### src/common/lsp_consts.svh
/*
  constants of the limit switch and positioning block: register offsets,
  codes and reset values. assumes inclusion by lsp_pkg and the modules.
*/
`ifndef LSP_CONSTS_SVH
`define LSP_CONSTS_SVH
`define LSP_ADDR_W       8
`define LSP_ADDR_STOP    8'h00
`define LSP_ADDR_SLOW    8'h04
`define LSP_ADDR_SPEED   8'h08
`define LSP_ADDR_STATUS  8'h0C
`define LSP_STOP_RAMP    2'h0
`define LSP_STOP_FAST    2'h1
`define LSP_STOP_FREE    2'h2
`define LSP_STOP_BAD     2'h3
`define LSP_SRC_NONE     2'h0
`define LSP_SRC_CMD      2'h1
`define LSP_SRC_DIN      2'h2
`define LSP_SPEED_W      16
`define LSP_LOW_SPD_RST  16'h0064
`define LSP_NUM_DIN      8
`define LSP_NUM_WORDS    4
`define LSP_WORD_W       16
`define LSP_SRC_RST      8'h00
`endif

### src/common/lsp_pkg.sv
/*
  types of the limit switch and positioning block.
  assumes lsp_consts.svh is on the include path.
*/
`include "lsp_consts.svh"
package lsp_pkg;
  // source selector: kind, command word, bit or input number
  typedef struct packed {
    logic [1:0] kind;
    logic [1:0] word;
    logic [3:0] bit_no;
  } lsp_src_t;
  typedef enum logic [2:0] {
    LSP_DIR_IDLE = 3'b001,
    LSP_DIR_FWD  = 3'b010,
    LSP_DIR_REV  = 3'b100
  } lsp_dir_t;
  typedef struct packed {
    logic                     psel;
    logic                     penable;
    logic                     pwrite;
    logic [`LSP_ADDR_W-1:0]   paddr;
    logic [31:0]              pwdata;
  } lsp_apb_req_t;
  typedef struct packed {
    logic [13:0] rsvd;
    logic [1:0]  stop_type;
    lsp_src_t    src_r;
    lsp_src_t    src_f;
  } lsp_stop_reg_t;
  typedef struct packed {
    lsp_src_t    dis_src;
    logic [6:0]  rsvd;
    logic        edge_rise;
    lsp_src_t    src_r;
    lsp_src_t    src_f;
  } lsp_slow_reg_t;
  typedef struct packed {
    logic [20:0] rsvd;
    lsp_dir_t    dir;
    logic        motor_stopped;
    logic        disabled;
    logic        stop_f;
    logic        stop_r;
    logic        slow_f;
    logic        slow_r;
    logic        fwd_permit;
    logic        rev_permit;
  } lsp_status_t;
  typedef struct packed {
    lsp_dir_t                 dir;
    lsp_stop_reg_t            stop_cfg;
    lsp_slow_reg_t            slow_cfg;
    logic [`LSP_SPEED_W-1:0]  low_speed;
    logic [`LSP_SPEED_W-1:0]  ref_out;
    logic                     slow_f;
    logic                     slow_r;
    logic                     restored;
    logic                     fwd_permit;
    logic                     rev_permit;
    logic                     stop_req;
    logic [31:0]              prdata;
  } lsp_state_t;
endpackage

### src/verilog/lsp_top.sv
/*
  travel limit and sensor positioning logic with an apb register slave.
  assumes switch inputs and command words are sampled through lsp_sync,
  motor_stopped reports standstill, and speed_ref is the live reference.
*/
// Our own choices: register access over APB and the address map.
// Contract
// - request a limit stop while an assigned stop source reads 0
// - after limit stop allow restart only opposite way after standstill
// - both stop sources assigned and at 0 block every restart
// - stop type is ramp, fast or freewheel; freewheel after reset
// - forward stop source: none, command bit, or low-level input
// - reverse stop source offers the same choices as forward
// - stop type writable only when a stop source is assigned
// - sensor edge selectable as rising or falling
// - forward slowdown edge while forward clamps reference to low speed
// - during forward slowdown reverse runs at full speed
// - opposite edge while reverse clears the forward slowdown
// - slowdown state kept in retained storage over power loss
// - disable suppresses slowdown action but edges still tracked
// - mirrored logic both ways; slowdown and stop set separately
// - disable at 1 ignores limit actions and resumes reference
// - a stop assigned to a command bit is active while it reads 0
`timescale 1ns/1ns
`default_nettype none
module lsp_top
  import lsp_pkg::*;
#(
  parameter int NUM_DIN   = `LSP_NUM_DIN,
  parameter int NUM_WORDS = `LSP_NUM_WORDS
) (
  // clock, block reset, retained-store power-on reset
  input  wire logic                    pclk,
  input  wire logic                    presetn,
  input  wire logic                    nv_por_n,
  // apb slave
  input  wire lsp_apb_req_t            apb_req,
  output logic [31:0]                  prdata,
  output logic                         pready,
  output logic                         pslverr,
  // switches and fieldbus command words
  input  wire logic [NUM_DIN-1:0]      din,
  input  wire logic [NUM_WORDS*`LSP_WORD_W-1:0] cmd_words,
  // drive side
  input  wire logic                    run_fwd_cmd,
  input  wire logic                    run_rev_cmd,
  input  wire logic                    motor_stopped,
  input  wire logic [`LSP_SPEED_W-1:0] speed_ref,
  output logic      [`LSP_SPEED_W-1:0] ref_out,
  output logic                         fwd_permit,
  output logic                         rev_permit,
  output logic                         stop_req,
  output logic      [1:0]              stop_kind
);
  localparam int NV = NUM_DIN + NUM_WORDS * `LSP_WORD_W;

  lsp_state_t        st;
  lsp_state_t        nx;
  logic [NV-1:0]     lvl;
  logic [NV-1:0]     rise;
  logic [NV-1:0]     fall;
  logic [1:0]        nv_rdata;
  logic              dis_c;
  logic              stop_f_c;
  logic              stop_r_c;
  logic              set_f_c;
  logic              clr_f_c;
  logic              set_r_c;
  logic              clr_r_c;
  logic              ok_f_c;
  logic              ok_r_c;
  logic              clamp_c;
  logic              wr_c;
  logic              rd_setup_c;
  lsp_stop_reg_t     wstop_c;
  lsp_slow_reg_t     wslow_c;
  lsp_status_t       stat_c;

  lsp_sync #(
    .W (NV)
  ) u_sync (
    .pclk    (pclk),
    .presetn (presetn),
    .d       ({cmd_words, din}),
    .lvl     (lvl),
    .rise    (rise),
    .fall    (fall)
  );

  lsp_nvmem #(
    .W (2)
  ) u_nv (
    .pclk  (pclk),
    .por_n (nv_por_n),
    .we    (st.restored),
    .wdata ({st.slow_r, st.slow_f}),
    .rdata (nv_rdata)
  );

  function automatic logic src_assigned(input lsp_src_t s);
    return (s.kind == `LSP_SRC_CMD) || (s.kind == `LSP_SRC_DIN);
  endfunction

  // command bits follow the inputs; out-of-range inputs read as 1 (idle)
  // source decode
  function automatic logic src_pick(input lsp_src_t s,
                                    input logic [NV-1:0] v);
    int idx;
    idx = 0;
    if (s.kind == `LSP_SRC_CMD) begin
      idx = NUM_DIN + int'(s.word) * `LSP_WORD_W + int'(s.bit_no);
      return (int'(s.word) < NUM_WORDS) ? v[idx] : 1'b1;
    end
    idx = int'(s.bit_no);
    return (idx < NUM_DIN) ? v[idx] : 1'b1;
  endfunction

  // edges of an unassigned or missing source must never count, since
  // the level pick above reads a missing one as a constant idle 1 and an unassigned one as an input bit
  function automatic logic edge_pick(input lsp_src_t s,
                                     input logic [NV-1:0] v);
    logic ok;
    ok = (s.kind == `LSP_SRC_CMD) ? (int'(s.word) < NUM_WORDS)
                                  : (int'(s.bit_no) < NUM_DIN);
    return src_assigned(s) && ok && src_pick(s, v);
  endfunction

  function automatic logic addr_mapped(input logic [`LSP_ADDR_W-1:0] a);
    return (a == `LSP_ADDR_STOP) || (a == `LSP_ADDR_SLOW) ||
           (a == `LSP_ADDR_SPEED) || (a == `LSP_ADDR_STATUS);
  endfunction

  // zero-wait slave: every access phase completes in its first cycle
  assign pready  = 1'b1;
  assign pslverr = apb_req.psel && apb_req.penable &&
                   !addr_mapped(apb_req.paddr);

  always_comb begin
    nx = st;
    wstop_c = lsp_stop_reg_t'(apb_req.pwdata);
    wslow_c = lsp_slow_reg_t'(apb_req.pwdata);
    wr_c = apb_req.psel && apb_req.penable && apb_req.pwrite;
    rd_setup_c = apb_req.psel && !apb_req.penable && !apb_req.pwrite;

    dis_c = src_assigned(st.slow_cfg.dis_src) &&
            src_pick(st.slow_cfg.dis_src, lvl);

    stop_f_c = src_assigned(st.stop_cfg.src_f) &&
               !src_pick(st.stop_cfg.src_f, lvl) && !dis_c;
    stop_r_c = src_assigned(st.stop_cfg.src_r) &&
               !src_pick(st.stop_cfg.src_r, lvl) && !dis_c;

    set_f_c = st.slow_cfg.edge_rise ? edge_pick(st.slow_cfg.src_f, rise)
                                    : edge_pick(st.slow_cfg.src_f, fall);
    clr_f_c = st.slow_cfg.edge_rise ? edge_pick(st.slow_cfg.src_f, fall)
                                    : edge_pick(st.slow_cfg.src_f, rise);
    set_r_c = st.slow_cfg.edge_rise ? edge_pick(st.slow_cfg.src_r, rise)
                                    : edge_pick(st.slow_cfg.src_r, fall);
    clr_r_c = st.slow_cfg.edge_rise ? edge_pick(st.slow_cfg.src_r, fall)
                                    : edge_pick(st.slow_cfg.src_r, rise);

    ok_f_c = !stop_f_c && (!stop_r_c || motor_stopped) &&
             !(stop_f_c && stop_r_c);
    ok_r_c = !stop_r_c && (!stop_f_c || motor_stopped) &&
             !(stop_f_c && stop_r_c);

    unique case (st.dir)
      LSP_DIR_IDLE: begin
        if (run_fwd_cmd && ok_f_c) begin
          nx.dir = LSP_DIR_FWD;
        end else if (run_rev_cmd && ok_r_c) begin
          nx.dir = LSP_DIR_REV;
        end
      end
      LSP_DIR_FWD: begin
        if (motor_stopped && (!run_fwd_cmd || stop_f_c)) begin
          nx.dir = LSP_DIR_IDLE;
        end
      end
      LSP_DIR_REV: begin
        if (motor_stopped && (!run_rev_cmd || stop_r_c)) begin
          nx.dir = LSP_DIR_IDLE;
        end
      end
      default: begin
        nx.dir = LSP_DIR_IDLE;
      end
    endcase

    // retained state is loaded once after reset release, then tracked
    if (!st.restored) begin
      nx.restored = 1'b1;
      nx.slow_f   = nv_rdata[0];
      nx.slow_r   = nv_rdata[1];
    end else begin
      if (set_f_c && st.dir == LSP_DIR_FWD) begin
        nx.slow_f = 1'b1;
      end else if (clr_f_c && st.dir == LSP_DIR_REV) begin
        nx.slow_f = 1'b0;
      end
      if (set_r_c && st.dir == LSP_DIR_REV) begin
        nx.slow_r = 1'b1;
      end else if (clr_r_c && st.dir == LSP_DIR_FWD) begin
        nx.slow_r = 1'b0;
      end
    end

    // only the running direction is clamped
    clamp_c = !dis_c &&
              ((st.slow_f && st.dir == LSP_DIR_FWD) ||
               (st.slow_r && st.dir == LSP_DIR_REV));
    nx.ref_out = (clamp_c && speed_ref > st.low_speed) ? st.low_speed
                                                       : speed_ref;

    nx.fwd_permit = ok_f_c;
    nx.rev_permit = ok_r_c;
    nx.stop_req = (stop_f_c && st.dir == LSP_DIR_FWD) ||
                  (stop_r_c && st.dir == LSP_DIR_REV) ||
                  (stop_f_c && stop_r_c);

    stat_c = '0;
    stat_c.dir           = st.dir;
    stat_c.motor_stopped = motor_stopped;
    stat_c.disabled      = dis_c;
    stat_c.stop_f        = stop_f_c;
    stat_c.stop_r        = stop_r_c;
    stat_c.slow_f        = st.slow_f;
    stat_c.slow_r        = st.slow_r;
    stat_c.fwd_permit    = st.fwd_permit;
    stat_c.rev_permit    = st.rev_permit;

    // read data captured in the setup cycle, held through access
    if (rd_setup_c) begin
      unique case (apb_req.paddr)
        `LSP_ADDR_STOP:   nx.prdata = 32'(st.stop_cfg);
        `LSP_ADDR_SLOW:   nx.prdata = 32'(st.slow_cfg);
        `LSP_ADDR_SPEED:  nx.prdata = 32'(st.low_speed);
        `LSP_ADDR_STATUS: nx.prdata = 32'(stat_c);
        default:          nx.prdata = 32'h0000_0000;
      endcase
    end

    if (wr_c) begin
      unique case (apb_req.paddr)
        `LSP_ADDR_STOP: begin
          nx.stop_cfg.src_f = wstop_c.src_f;
          nx.stop_cfg.src_r = wstop_c.src_r;
          if ((src_assigned(wstop_c.src_f) ||
               src_assigned(wstop_c.src_r)) &&
              wstop_c.stop_type != `LSP_STOP_BAD) begin
            nx.stop_cfg.stop_type = wstop_c.stop_type;
          end
        end
        `LSP_ADDR_SLOW: begin
          nx.slow_cfg = wslow_c;
          nx.slow_cfg.rsvd = '0;
        end
        `LSP_ADDR_SPEED: begin
          nx.low_speed = apb_req.pwdata[`LSP_SPEED_W-1:0];
        end
        default: begin
          nx.low_speed = st.low_speed;
        end
      endcase
    end
  end

  always_ff @(posedge pclk or negedge presetn) begin
    if (!presetn) begin
      st <= '{dir: LSP_DIR_IDLE,
              stop_cfg: '{rsvd: 14'h0000, stop_type: `LSP_STOP_FREE,
                          src_r: `LSP_SRC_RST, src_f: `LSP_SRC_RST},
              slow_cfg: '{dis_src: `LSP_SRC_RST, rsvd: 7'h00,
                          edge_rise: 1'b0, src_r: `LSP_SRC_RST,
                          src_f: `LSP_SRC_RST},
              low_speed: `LSP_LOW_SPD_RST,
              ref_out: 16'h0000,
              slow_f: 1'b0, slow_r: 1'b0, restored: 1'b0,
              fwd_permit: 1'b0, rev_permit: 1'b0, stop_req: 1'b0,
              prdata: 32'h0000_0000};
    end else begin
      st <= nx;
    end
  end

  assign prdata     = st.prdata;
  assign ref_out    = st.ref_out;
  assign fwd_permit = st.fwd_permit;
  assign rev_permit = st.rev_permit;
  assign stop_req   = st.stop_req;
  assign stop_kind  = st.stop_cfg.stop_type;
endmodule // lsp_top
`default_nettype wire

### src/verilog/lsp_sync.sv
/*
  synchroniser and edge detector for a bus of switch and command levels.
  assumes inputs may change at any time relative to pclk.
*/
`timescale 1ns/1ns
`default_nettype none
module lsp_sync #(
  parameter int W = 8
) (
  // clock and reset
  input  wire logic         pclk,
  input  wire logic         presetn,
  // raw levels
  input  wire logic [W-1:0] d,
  // synchronised level and edges
  output logic      [W-1:0] lvl,
  output logic      [W-1:0] rise,
  output logic      [W-1:0] fall
);
  logic [W-1:0] s1_reg;
  logic [W-1:0] s2_reg;
  logic [W-1:0] s3_reg;
  logic [2:0]   vld_reg;

  // first stage feeds only the second; edges need two settled samples
  // sync before edges
  always_ff @(posedge pclk or negedge presetn) begin
    if (!presetn) begin
      s1_reg  <= '0;
      s2_reg  <= '0;
      s3_reg  <= '0;
      vld_reg <= 3'h0;
    end else begin
      s1_reg  <= d;
      s2_reg  <= s1_reg;
      s3_reg  <= s2_reg;
      vld_reg <= {vld_reg[1:0], 1'b1};
    end
  end

  assign lvl  = s2_reg;
  assign rise = vld_reg[2] ? (s2_reg & ~s3_reg) : '0;
  assign fall = vld_reg[2] ? (~s2_reg & s3_reg) : '0;
endmodule // lsp_sync
`default_nettype wire

### src/verilog/lsp_nvmem.sv
/*
  retained store for the slowdown state; only its own power-on reset
  clears it, so the block reset leaves it intact.
  assumes por_n is asserted once when supply first comes up.
*/
`timescale 1ns/1ns
`default_nettype none
module lsp_nvmem #(
  parameter int W = 2
) (
  // clock and power-on reset
  input  wire logic         pclk,
  input  wire logic         por_n,
  // write port
  input  wire logic         we,
  input  wire logic [W-1:0] wdata,
  // registered read port
  output logic      [W-1:0] rdata
);
  logic [W-1:0] mem_reg;

  always_ff @(posedge pclk or negedge por_n) begin
    if (!por_n) begin
      mem_reg <= '0;
      rdata   <= '0;
    end else begin
      if (we) begin
        mem_reg <= wdata;
      end
      rdata <= mem_reg;
    end
  end
endmodule // lsp_nvmem
`default_nettype wire

### config.mk
export PLATFORM = sky130hd
export DESIGN_NAME = lsp_top
export DESIGN_NICKNAME = d
export VERILOG_FILES = /design/src/common/lsp_pkg.sv /design/src/verilog/lsp_top.sv /design/src/verilog/lsp_sync.sv /design/src/verilog/lsp_nvmem.sv
export VERILOG_INCLUDE_DIRS = /design/src /design/src/common
export SDC_FILE = /design/constraint.sdc
export NUM_CORES = 1
export LEC_CHECK = 0
export ABC_AREA = 1
export BUFFER_PORTS_ARGS = -buffer_cell sky130_fd_sc_hd__buf_2
export CAP_MARGIN = 10
export CORE_ASPECT_RATIO = 1.2
export CORE_MARGIN = 10
export CORE_UTILIZATION = 49
export CTS_CLUSTER_SIZE = 16
export DETAILED_ROUTE_END_ITERATION = 16
export PLACE_DENSITY = 0.71
export SYNTH_ARGS = -nofsm -noshare
export SYNTH_HDL_FRONTEND = slang
export SYNTH_SLANG_ARGS = --single-unit
### constraint.sdc
create_clock -name pclk -period 2.1 [get_ports pclk]
set_input_delay 0.21 -clock pclk [delete_from_list [all_inputs] [get_ports pclk]]
set_output_delay 0.21 -clock pclk [all_outputs]
set_load 0.01 [all_outputs]
After elaboration in Yosys (flattened, before gate mapping). Index checks and enable logic that the tools add are counted. W data, S select, Z words.

Bits in registers: 339. Output and inout port bits: 55. Word-level logic and storage cells: 241.

$add $sub $neg: 10. Magnitude comparators: 16. Equal/unequal tests: 26. Muxes and demuxes: 81. Bitwise logic cells: 4. Reduce and logical (&&, ||, !) cells: 71.

Operators by type and width (number): $and A72 B72 Y72 (2); $mux W72 (2); $not A72 Y72 (2); $pmux W32 S4 (1); $mux W1 (57); $bmux W1 S7 (7); $add A7 B4 Y8 (5); $lt A4 B8 Y1 const B (5); $lt A8 B8 Y1 const B (5); $logic_and A1 B1 Y1 (36); $add A4 B6 Y7 const A (5); $bmux W1 S4 (7); $lt A4 B4 Y1 const B (5); $logic_or A1 B1 Y1 (18); $eq A8 B4 Y1 const B (2); $gt A16 B16 Y1 (1); $mux W16 (1); $eq A2 B1 Y1 const B (7); $eq A2 B2 Y1 const B (7); $mux W3 (4); $logic_not A1 Y1 (11); $pmux W3 S3 (1); $eq A8 B3 Y1 const B (1); $logic_not A8 Y1 (1); 9 further kinds (15).

Logic depth before layout (Yosys ltp). Gate-level depths: netlist of run 1.

Word-level depth: 18. Mapped depth: 21. Depth with buffers taken out: 19.

Cells and area by module. A second synthesis of run 1 with hierarchy kept.

Cells, all modules: 2251. Area total of the unflattened synthesis: 17625.7 µm².

Modules (own cells, without submodules): lsp_top (instances 1, cells an instance 1716, area an instance 10746.6 µm², sequential area each 2758.9 µm²); lsp_sync (instances 1, cells an instance 524, area an instance 6752.7 µm², sequential area each 5480.3 µm²); lsp_nvmem (instances 1, cells an instance 11, area an instance 126.4 µm², sequential area each 100.1 µm²).

Worst setup path before layout of run 1. Ideal clock, no wire load.

Kind: register -> register. Start: register st[69] (netlist name). End: register st, in the netlist ref_out[10]. Library setup time: 116 ps. Arrival: 2059 ps. Slack: -75 ps. Stages on the path, launching flop included: 11. Cell sequence: dfrtp_1 > inv_1 > ha_1 > nand2_1 > nor4_1 > a21boi_1 > a221oi_2 > nand2_4 > buf_4 > nand2_1 > nand2_1.

RTL lines: start: declaration (line lsp_top.sv:57) `lsp_state_t st;`; start signal: assignment (line lsp_top.sv:270) `st <= '{dir: LSP_DIR_IDLE,`; start signal: assignment (line lsp_top.sv:282) `st <= nx;`.

Final worst setup path of run 1.
Start: register u_sync.vld_reg[2]. End: register st[36] (netlist name).

Word-level cells in the longest chain between the ends: 11.

Ends and longest elaborated chain: start: declaration (line lsp_sync.sv:23) `logic [2:0] vld_reg;`; start signal: assignment (line lsp_sync.sv:37) `vld_reg <= {vld_reg[1:0], 1'b1};`; $mux W72, on equally long branches (line lsp_sync.sv:43, lsp_sync.sv:42); $bmux W1 S7 (line lsp_top.sv:112) `return (int'(s.word) < NUM_WORDS) ? v[idx] : 1'b1;`; $mux W1 (not written as such) (2 in series) (line lsp_top.sv:112); $mux W1 (line lsp_top.sv:110) `` if (s.kind == `LSP_SRC_CMD) begin ``; $mux W1 (line lsp_top.sv:114) `idx = int'(s.bit_no);`; $logic_and A1 B1 Y1 (line lsp_top.sv:125) `return src_assigned(s) && ok && src_pick(s, v);`; $mux W1 (line lsp_top.sv:157) `set_r_c = st.slow_cfg.edge_rise ? edge_pick(st.slow_cfg.src_r, rise)`; $logic_and A1 B1 Y1 (line lsp_top.sv:201) `if (set_r_c && st.dir == LSP_DIR_REV) begin`; $mux W1 (line lsp_top.sv:201); $mux W2 (line lsp_top.sv:191) `if (!st.restored) begin`.

Several ways; a longest one is shown, not always the timed one. The select of a mux whose other input is x is not followed. A chain may end at the register's enable or synchronous reset.

==> results.py, run 1 <==
metrics = {
    "worst_setup_path": {
        "reg2reg_depth": 19,
        "cpMostUsedCell": "nand2_1",
        "crit_arrival_ns": 2.83,
        "r2r-end": "st[36]$_DFFE_PN0P_",
        "critPathSlowestCell": "dfrtp_2",
        "cp_top_family": "simple AND/OR/NAND/NOR gates",
        "endpoint": "st[36]$_DFFE_PN0P_",
        "worstSetupPathType": "flip-flop to flip-flop",
        "critPathLaunchType": "flip-flop",
        "cp-startpoint": "u_sync.vld_reg[2]$_DFF_PN0_",
        "rr_startpoint": "u_sync.vld_reg[2]$_DFF_PN0_",
        "required_ns": 2.52,
        "cp_max_fo": 12,
        "reg2reg_slack_ns": -0.30,
        "timing.critical_path.cells": "buf_12 -> buf_4 -> nand3_1 -> nand2_1 -> nand3_1 -> nand2_1 -> o21ai_0 -> buf_4 -> nand2_1 -> nand3_1 -> nand3_2 -> nand3_2 -> nand2_1 -> nand2_1 -> nand2_1 -> nand3_1 -> nor2_1 -> nor2_1 -> nand2_1",
        "slowest_delay_ns": 0.44,
        "cp-end-kind": "flip-flop",
        "cp_num_buf_inv": 3,
        "cp.depth": 19,
    },
    "placed_design": {
        "port-buffer-count": 178,
        "dp_hpwl_mm": 46.6,
        "globalplace.congestion": 1.01,
        "dp_cells": 3049,
        "dpl_cell_area_mm2": 0.0205,
    },
    "worst_hold_path": {
        "hold_class": "primary input to flip-flop",
    },
    "routing": {
        "viasPerCell": 5.75,
        "antenna_left": 0,
        "finalWirelength_mm": 67.2,
        "drc": 0,
        "vias": 18600,
        "drtIter0Drc": 1927,
        "firstDrtPassIters": 7,
        "wire_per_inst_um": 20.7,
    },
    "cells_and_area": {
        "nFillCells": 2906,
        "diodes": 0,
        "synthToLayoutAreaGrowth_pct": 33.9,
        "layout.nets": 2910,
        "drive_gt1_share_pct": 24.7,
        "regArea_mm2": 0.00832,
        "final_cells": 3240,
        "utilization_pct": 66.4,
        "final_cell_mix": "nand2_1, nand3_1, dfrtp_1",
        "layout_commonest_cell": "nand2_1",
        "stdcell_area_mm2": 0.0238,
        "multi_input_area_mm2": 0.00851,
    },
    "synthesis": {
        "async_flop_share_pct": 100,
        "seq_area_frac_synth_pct": 46.8,
        "synth_cell_types": 47,
        "syn_avg_cell_area_um2": 7.62,
        "synth_top_area_cell": "dfrtp_1",
        "synth_area_leaders": "dfrtp_1, nand2_1, nand3_1",
        "yosysWarnings": 0,
        "netlist.area_leader.share_pct": 46.0,
        "syn_area_mm2": 0.0178,
        "synth-edff-count": 0,
        "ys_ff_latch": 332,
        "synth_ff_type": "dfrtp_1",
        "synthCells": 2333,
    },
    "cts": {
        "cts_buffers": 34,
        "cts_tree": "done",
        "path_clk_slew_ns": 0.07,
        "clock_sinks": 332,
        "clk_latency_ns": 0.54,
        "htree_levels": 2,
        "cts_buffer_depth": 3,
        "cts-root-buf": "clkbuf_16",
    },
    "power": {
        "p_per_area_mw_per_mm2": 627,
        "leakage_nw": 11.6,
        "ir_drop_mv": 0.640,
    },
    "die": {
        "chipWidth_um": 194,
        "start_util_pct": 49.6,
        "die_h_um": 229,
        "die_area_mm2": 0.0443,
        "core_area_mm2": 0.0358,
        "ios": 192,
        "num_rows": 76,
    },
    "timing": {
        "skew_ns": 0.0195,
        "drv_slew": 0,
        "rsz0062_at_grt": "true",
        "slew_headroom_pct": 22.9,
        "post-route-min-period_ns": 2.40,
        "tightest_slew_ns": 1.15,
        "max_freq_mhz": 416,
        "holdWs_ns": 0.0237,
        "setup_ws_ns": -0.303,
        "finalCritPeriodShare_pct": 114,
        "hold_viol_final": 0,
        "finalSetupViolCount": 27,
    },
    "global_routing": {
        "grtUsageTotal_pct": 28.9,
        "grt_max_degree": 76,
        "grt_pass1_vias": 18700,
        "overflow": 0,
        "antenna_found_initial": 1,
        "grt_first_pass_wirelength_mm": 103,
    },
    "job": {
        "drv_cap": 0,
    },
    "run_status": {
        "violations": "negative setup slack",
        "status": "complete, but fails checks",
    },
}
final cells by class:
cell class              count  area share [%]
multi-input cells        1672            35.7
flip-flops and latches    332            35.0
repair buffers            552            19.6
clock buffers              50            4.13
inverters                 155            2.54
well taps                 468            2.46
clock inverters            11           0.589
worst min-delay path by stage:
stage,from,end,slack (ns),cells past startpoint
6_report,apb_req[8],st[62]$_DFFE_PN0P_,0.02,3
5_1_grt,apb_req[7],st[109]$_DFFE_PN0P_,0.03,3
4_1_cts,apb_req[7],st[109]$_DFFE_PN0P_,0.01,3
3_5_place_dp,nv_por_n,u_nv.mem_reg[1]$_DFFE_PN0P_,0.02,1
3_3_place_gp,nv_por_n,u_nv.rdata[1]$_DFF_PN0_,0.01,1
2_1_floorplan,presetn,fwd_permit$_DFF_PN0_,-0.09,0
cell families (layout without fill, tap and decap cells):
group | Yosys count | in the layout | share of synthesized area [%]
buffers and inverters | 336 | 768 | 9.46
AND/OR/NAND/NOR | 1389 | 1390 | 33.7
flip-flops | 332 | 332 | 46.8
XOR/XNOR | 7 | 7 | 0.345
AO/OA/AOI/OAI | 237 | 237 | 7.62
other | 2 | 8 | 0.0422
adder cells (fa/ha/maj) | 26 | 26 | 1.83
multiplexers | 4 | 4 | 0.253
report_power, final:
group          switching [W]  internal, W  total (W)
Sequential          0.000242      0.00668    0.00692
Clock                0.00255      0.00363    0.00618
Combinational        0.00105     0.000768    0.00181
layer usage:
metal / global-route usage, % / up-vias / wire length [um]
met3: 4.52 / 298 / 5680
met5: 0 / - / 13
li1: - / 8401 / -
met1: 33.7 / 8818 / 24000
met2: 49.7 / 1104 / 33100
met4: 16.6 / 2 / 4380
worst register-to-register path, stage by stage, from the launching register on:
cell     delay, ns
dfrtp_2       0.44
buf_12        0.18
buf_4         0.18
nand3_1       0.12
nand2_1       0.06
nand3_1       0.08
nand2_1       0.05
o21ai_0       0.18
buf_4         0.16
nand2_1       0.05
nand3_1       0.09
nand3_2       0.12
nand3_2       0.11
nand2_1       0.05
nand2_1       0.07
nand2_1       0.05
nand3_1       0.10
nor2_1        0.06
nor2_1        0.09
nand2_1       0.06
per-stage QoR:
stage	setup TNS (ns)	power, W	setup WS [ns]
4_1_cts	-2.83	0.0149	-0.187
3_5_place_dp	-3.84	0.00852	-0.225
5_1_grt	-7.29	0.0155	-0.446
3_3_place_gp	-3.18	0.00848	-0.206
6_report	-5.29	0.0149	-0.303
2_1_floorplan	0	0.00774	0.0292
cell usage after synthesis, types with 2 or more instances:
library cell  count
a21oi_1          51
a221oi_1         11
a221oi_2          2
a31oi_1           4
buf_1            10
buf_2            40
buf_4            66
buf_6            16
clkbuf_1         49
clkinv_1          5
conb_1            2
dfrtp_1         327
dfstp_2           5
ha_1             26
inv_1           139
inv_2            10
mux2_2            3
nand2_1         800
nand3_1         403
nand3_2           2
nand3b_1         20
nand4_1           7
nor2_1          112
nor3_1           27
nor3_2            4
nor4_1            4
nor4_2            2
nor4_4            3
o211ai_1         20
o21ai_0         105
o21ai_1          19
o21bai_1          2
o22ai_1          11
o31ai_1           8
xnor2_1           6
what timing repair did:
action / 4_1_cts / 5_1_grt
endpoints found under the setup margin: 27 / 27
pin swaps: 24 / 36
gates cloned: 5 / 3
endpoints found under the hold margin: 172 / 0
hold buffers: 106 / 0
gates resized for setup: 109 / 105
buffers inserted: 14 / 7
Note: power is estimated with default switching activity, not from simulation.
==> inputs of run 2 (changes only) <==
Settings changed: CTS_BUF_LIST from default to sky130_fd_sc_hd__clkbuf_4, CTS_CLUSTER_DIAMETER from default to 100.
==> run 2 against run 1 <==
Compared with the run above: sequential share of layout area up 0.64 points; wire length shrank 1.3%; fmax grew 2.5%; global-route usage fell by 0.63 points; clock power fell by 50%; critical path depth fell by 9; the run still ends with negative setup slack left; worst hold slack improved by 0.027 ns; register-to-register slack gained 0.06 ns; highest routed layer unchanged; count of clock-buffer cells in the layout fell by 10; worst setup slack better by 0.059 ns.
==> results.py, run 2 (synthesis gave the netlist of run 1 again) <==
metrics = {
    "global_routing": {
        "grt_first_pass_wirelength_mm": 101,
        "grtUsageTotal_pct": 28.3,
        "grt_max_degree": 76,
        "grt_pass1_vias": 18400,
        "overflow": 0,
        "antenna_found_initial": 2,
    },
    "placed_design": {
        "globalplace.congestion": 1.01,
        "dp_hpwl_mm": 46.6,
        "port-buffer-count": 178,
        "dpl_cell_area_mm2": 0.0205,
    },
    "routing": {
        "met2_wirelength_mm": 32.0,
        "drc": 0,
        "wl_met1_mm": 24.4,
        "highest_layer": "met5",
        "firstDrtPassIters": 8,
        "vias": 18700,
        "finalWirelength_mm": 66.3,
        "viasPerCell": 5.71,
        "antenna_left": 0,
        "met3_length_mm": 5.28,
        "drtIter0Drc": 1922,
        "wire_per_inst_um": 20.3,
    },
    "power": {
        "ir_drop_mv": 0.555,
        "p_per_area_mw_per_mm2": 508,
        "leakage_nw": 11.5,
    },
    "die": {
        "ios": 192,
        "die_h_um": 229,
        "die_area_mm2": 0.0443,
        "start_util_pct": 49.6,
        "core_area_mm2": 0.0358,
        "num_rows": 76,
        "chipWidth_um": 194,
    },
    "worst_setup_path": {
        "reg2reg_depth": 10,
        "rr_startpoint": "st[63]$_DFFE_PN0P_",
        "cp_top_family": "simple AND/OR/NAND/NOR gates",
        "crit_arrival_ns": 3.05,
        "reg2reg_slack_ns": -0.24,
        "cp_max_fo": 8,
        "required_ns": 2.80,
        "r2r-end": "ref_out[1]$_DFF_PN0_",
        "slowest_delay_ns": 0.43,
        "worstSetupPathType": "flip-flop to flip-flop",
        "cp-startpoint": "st[63]$_DFFE_PN0P_",
        "cp-end-kind": "flip-flop",
        "critPathLaunchType": "flip-flop",
        "cp_num_buf_inv": 3,
        "critPathSlowestCell": "nor4_4",
        "endpoint": "ref_out[1]$_DFF_PN0_",
        "cp.depth": 10,
        "timing.critical_path.cells": "inv_1 -> ha_1 -> nand2_1 -> nor4_4 -> a21boi_2 -> a221oi_4 -> buf_12 -> buf_12 -> nand3_1 -> nand2_1",
    },
    "cells_and_area": {
        "utilization_pct": 65.2,
        "drive_gt1_share_pct": 22.4,
        "stdcell_area_mm2": 0.0234,
        "synthToLayoutAreaGrowth_pct": 31.5,
        "regArea_mm2": 0.00832,
        "multi_input_area_mm2": 0.00830,
        "layout_commonest_cell": "nand2_1",
        "nFillCells": 2975,
        "final_cell_mix": "nand2_1, nand3_1, dfrtp_1",
        "layout.nets": 2946,
    },
    "cts": {
        "cts_buffer_depth": 3,
        "cts-root-buf": "clkbuf_4",
        "clk_latency_ns": 0.81,
        "path_clk_slew_ns": 0.19,
        "cts_tree": "done",
        "htree_levels": 1,
        "cts_buffers": 24,
        "clock_sinks": 332,
    },
    "timing": {
        "post-route-min-period_ns": 2.34,
        "skew_ns": 0.0838,
        "hold_viol_final": 0,
        "finalSetupViolCount": 26,
        "rsz0062_at_grt": "true",
        "slew_headroom_pct": 22.7,
        "setup_ws_ns": -0.244,
        "max_freq_mhz": 427,
        "drv_slew": 0,
        "tightest_slew_ns": 1.16,
        "finalCritPeriodShare_pct": 112,
    },
    "run_status": {
        "status": "complete, but fails checks",
        "violations": "negative setup slack",
    },
    "worst_hold_path": {
        "hold_class": "primary input to flip-flop",
    },
    "job": {
        "drv_cap": 0,
    },
}
==> run 2: cell types whose count changed in the layout (fill, tap and decap cells not counted), moves of 7 or more <==
cell | previous run | this run
buf_4 | 206 | 199
clkbuf_1 | 10 | 0
clkbuf_16 | 38 | 3
clkbuf_4 | 0 | 40
dlygate4sd3_1 | 106 | 154
nand2_1 | 734 | 751
nand2_2 | 52 | 43
nand2_4 | 15 | 7
nand3_1 | 365 | 380
nand3_2 | 38 | 22
==> run 2: metal layers <==
layer	track usage (%)	vias up
met4	18.4	2
met3	3.99	298
met5	0	-
li1	-	8469
met2	47.5	1081
met1	33.4	8813
==> run 2: cell type report <==
| cell class | instances | area share, % |
|---|---|---|
| Clock buffer | 40 | 1.28 |
| Sequential cell | 332 | 35.6 |
| Antenna cell | 1 | 0.0107 |
| Tap cell | 468 | 2.50 |
| Inverter | 155 | 2.60 |
| Timing Repair Buffer | 597 | 22.2 |
| Timing Repair inverter | 1 | 0.0214 |
| Clock inverter | 2 | 0.257 |
| Multi-Input combinational cell | 1672 | 35.5 |
==> run 2: repair_timing <==
item / CTS / global route
gates cloned: 4 / 5
resized for setup: 38 / 119
pin swaps: 3 / 24
endpoints found under the setup margin: 27 / 33
buffers inserted: 3 / 8
hold buffers: 156 / 0
hold endpoints to repair: 495 / 0
==> run 2: stage by stage <==
| step | TNS [ns] | setup WS [ns] | hold WS (ns) | cells | power, W |
|---|---|---|---|---|---|
| 2_1_floorplan | 0 | 0.0292 | -0.0856 | 2339 | 0.00774 |
| 3_3_place_gp | -3.18 | -0.206 | 0.0133 | 3049 | 0.00848 |
| 3_5_place_dp | -3.84 | -0.225 | 0.0197 | 3049 | 0.00852 |
| 4_1_cts | -2.56 | -0.165 | 0.000159 | 3254 | 0.0118 |
| 5_1_grt | -7.39 | -0.361 | 0.0298 | 3268 | 0.0124 |
| 6_report | -4.38 | -0.244 | 0.0510 | 3268 | 0.0119 |
==> run 2: worst min-delay path by stage <==
stage                   from                     endpoint  depth (start not counted)
6_report       cmd_words[50]  u_sync.s1_reg[58]$_DFF_PN0_                          2
5_1_grt        cmd_words[50]  u_sync.s1_reg[58]$_DFF_PN0_                          2
4_1_cts         cmd_words[2]  u_sync.s1_reg[10]$_DFF_PN0_                          2
3_5_place_dp        nv_por_n  u_nv.mem_reg[1]$_DFFE_PN0P_                          1
3_3_place_gp        nv_por_n      u_nv.rdata[1]$_DFF_PN0_                          1
2_1_floorplan        presetn         fwd_permit$_DFF_PN0_                          0
==> run 2: worst register-to-register path: cells and delay by family (launching register included) <==
family          cells  cell delay (ns)
simple gates        4             0.72
flops               1             0.40
buf+inv             3             0.41
compound gates      2             0.39
fa+ha+maj           1             0.33
==> run 2: power by group <==
part | switching [W] | internal [W] | leakage [nW]
Combinational | 0.00105 | 0.000827 | 7.21
Sequential | 0.000234 | 0.00668 | 4.03
Clock | 0.00199 | 0.00110 | 0.212
==> inputs of run 3 (changes only) <==
==> constraint.sdc (replaced) <==
create_clock -name pclk -period 2.1 [get_ports pclk]
set_input_delay 0.315 -clock pclk [delete_from_list [all_inputs] [get_ports pclk]]
set_output_delay 0.315 -clock pclk [all_outputs]
set_load 0.01 [all_outputs]
==> run 3 against run 2 <==
Compared with the run above: the flow still finishes with violations (negative setup slack); register-to-register slack lost 0.08 ns; fmax shrank 3.5%; sequential cell count is the same; largest cell class unchanged; highest routed layer is now met4.
==> results.py, run 3 (synthesis gave the netlist of run 1 again) <==
metrics = {
    "cts": {
        "cts-root-buf": "clkbuf_4",
        "htree_levels": 1,
        "cts_buffers": 24,
        "clk_latency_ns": 0.81,
        "cts_tree": "done",
        "cts_buffer_depth": 3,
        "path_clk_slew_ns": 0.20,
        "clock_sinks": 332,
    },
    "timing": {
        "skew_ns": 0.0701,
        "setup_tns_ns": -4.80,
        "rsz0062_at_grt": "true",
        "finalCritPeriodShare_pct": 116,
        "post-route-min-period_ns": 2.43,
        "max_freq_mhz": 412,
        "slew_headroom_pct": 47.0,
        "tightest_slew_ns": 0.795,
        "finalSetupViolCount": 27,
        "hold_viol_final": 0,
        "setup_ws_ns": -0.328,
        "drv_slew": 0,
    },
    "global_routing": {
        "overflow": 0,
        "grtUsageTotal_pct": 27.4,
        "grt_pass1_vias": 17800,
        "grt_first_pass_wirelength_mm": 98.2,
        "antenna_found_initial": 1,
        "grt_max_degree": 64,
    },
    "routing": {
        "firstDrtPassIters": 6,
        "wire_per_inst_um": 20.0,
        "drc": 0,
        "viasPerCell": 5.66,
        "drtIter0Drc": 2231,
        "finalWirelength_mm": 64.3,
        "vias": 18200,
        "antenna_left": 0,
    },
    "placed_design": {
        "dpl_cell_area_mm2": 0.0202,
        "globalplace.congestion": 0.974,
        "port-buffer-count": 178,
        "dp_hpwl_mm": 44.8,
    },
    "power": {
        "p_per_area_mw_per_mm2": 518,
        "leakage_nw": 11.1,
        "power_w": 0.0117,
        "ir_drop_mv": 0.472,
    },
    "worst_setup_path": {
        "cp_max_fo": 19,
        "required_ns": 2.83,
        "cpMostUsedCell": "nand2_1",
        "cp_num_buf_inv": 3,
        "worstSetupPathType": "flip-flop to flip-flop",
        "slowest_delay_ns": 0.51,
        "crit_arrival_ns": 3.16,
        "cp_top_family": "simple AND/OR/NAND/NOR gates",
        "critPathLaunchType": "flip-flop",
        "critPathSlowestCell": "dfrtp_2",
        "timing.critical_path.cells": "buf_4 -> clkbuf_16 -> nand3_1 -> nand2_1 -> nand3_1 -> nand2_1 -> o21ai_1 -> buf_4 -> nand2_1 -> nand3_1 -> nand3_2 -> nand3_2 -> nand2_1 -> nand2_1 -> nand2_1 -> nand3_1 -> nor2_1 -> nor2_1 -> nand2_1",
        "cp-end-kind": "flip-flop",
    },
    "cells_and_area": {
        "layout_commonest_cell": "nand2_1",
        "stdcell_area_mm2": 0.0226,
        "synthToLayoutAreaGrowth_pct": 27.3,
        "nFillCells": 3014,
        "layout.nets": 2884,
        "regArea_mm2": 0.00832,
        "drive_gt1_share_pct": 21.5,
        "final_cell_mix": "nand2_1, nand3_1, dfrtp_1",
        "multi_input_area_mm2": 0.00831,
    },
    "die": {
        "ios": 192,
        "die_area_mm2": 0.0443,
        "die_h_um": 229,
        "num_rows": 76,
        "start_util_pct": 49.6,
        "chipWidth_um": 194,
        "core_area_mm2": 0.0358,
    },
    "worst_hold_path": {
        "hold_class": "primary input to async pin",
    },
    "job": {
        "drv_cap": 0,
    },
    "run_status": {
        "status": "complete, but fails checks",
        "violations": "negative setup slack",
    },
}
==> run 3: final timing paths <==
path	start	to	slack, ns	cells past startpoint
max reg2reg	u_sync.vld_reg[2]$_DFF_PN0_	st[36]$_DFFE_PN0P_	-0.33	19
min	presetn	u_sync.vld_reg[2]$_DFF_PN0_	0.007	2
max	u_sync.vld_reg[2]$_DFF_PN0_	st[36]$_DFFE_PN0P_	-0.33	19
min in group pclk	cmd_words[14]	u_sync.s1_reg[22]$_DFF_PN0_	0.10	2
min reg2reg	u_sync.s1_reg[21]$_DFF_PN0_	u_sync.lvl[21]$_DFF_PN0_	0.33	0
max in group asynchronous	presetn	u_sync.lvl[38]$_DFF_PN0_	1.27	3
==> run 3: stage by stage <==
step	worst slack [ns]	util, %	cells	hold slack (ns)
2_1_floorplan	0.0292	-	2339	0.0194
3_3_place_gp	-0.284	56.4	3021	0.118
3_5_place_dp	-0.264	56.4	3021	0.123
4_1_cts	-0.324	61.8	3200	0.0271
5_1_grt	-0.505	63.1	3208	0.0449
6_report	-0.328	63.1	3210	0.00746
==> run 3: final cells by class <==
| cell class | instances | share of cell area, % |
|---|---|---|
| Inverter | 155 | 2.66 |
| Sequential cell | 332 | 36.8 |
| Clock inverter | 1 | 0.133 |
| Antenna cell | 3 | 0.0332 |
| Timing Repair Buffer | 536 | 19.7 |
| Multi-Input combinational cell | 1672 | 36.7 |
| Clock buffer | 43 | 1.43 |
| Tap cell | 468 | 2.59 |
==> run 3: worst register-to-register path, cell delays in order (launching register included) <==
cell	delay (ns)
dfrtp_2	0.51
buf_4	0.20
clkbuf_16	0.19
nand3_1	0.13
nand2_1	0.06
nand3_1	0.08
nand2_1	0.06
o21ai_1	0.11
buf_4	0.14
nand2_1	0.05
nand3_1	0.09
nand3_2	0.11
nand3_2	0.11
nand2_1	0.06
nand2_1	0.07
nand2_1	0.06
nand3_1	0.11
nor2_1	0.05
nor2_1	0.09
nand2_1	0.05
==> run 3: routing by layer <==
metal,up-vias,global-route usage [%],share of wire (%)
met5,-,0,0
met4,0,16.1,6.1
met3,226,3.80,8.1
met2,1001,47.1,49
met1,8599,32.1,37
li1,8338,-,-
==> run 3: repair_timing <==
action                                  CTS  global route
hold buffers                            128             0
gates resized for setup                  55            92
endpoints found under the hold margin   485             0
pin swaps                                10            26
cloned                                    3             3
buffers inserted                          5             7
endpoints found under the setup margin   27            27
==> run 3: report_power, final <==
part	switching [W]	total, W	internal [W]	leakage, nW
Combinational	0.00103	0.00177	0.000744	6.83
Clock	0.00202	0.00305	0.00103	0.212
Sequential	0.000229	0.00691	0.00668	4.03
Total	0.00327	0.0117	0.00846	11.1
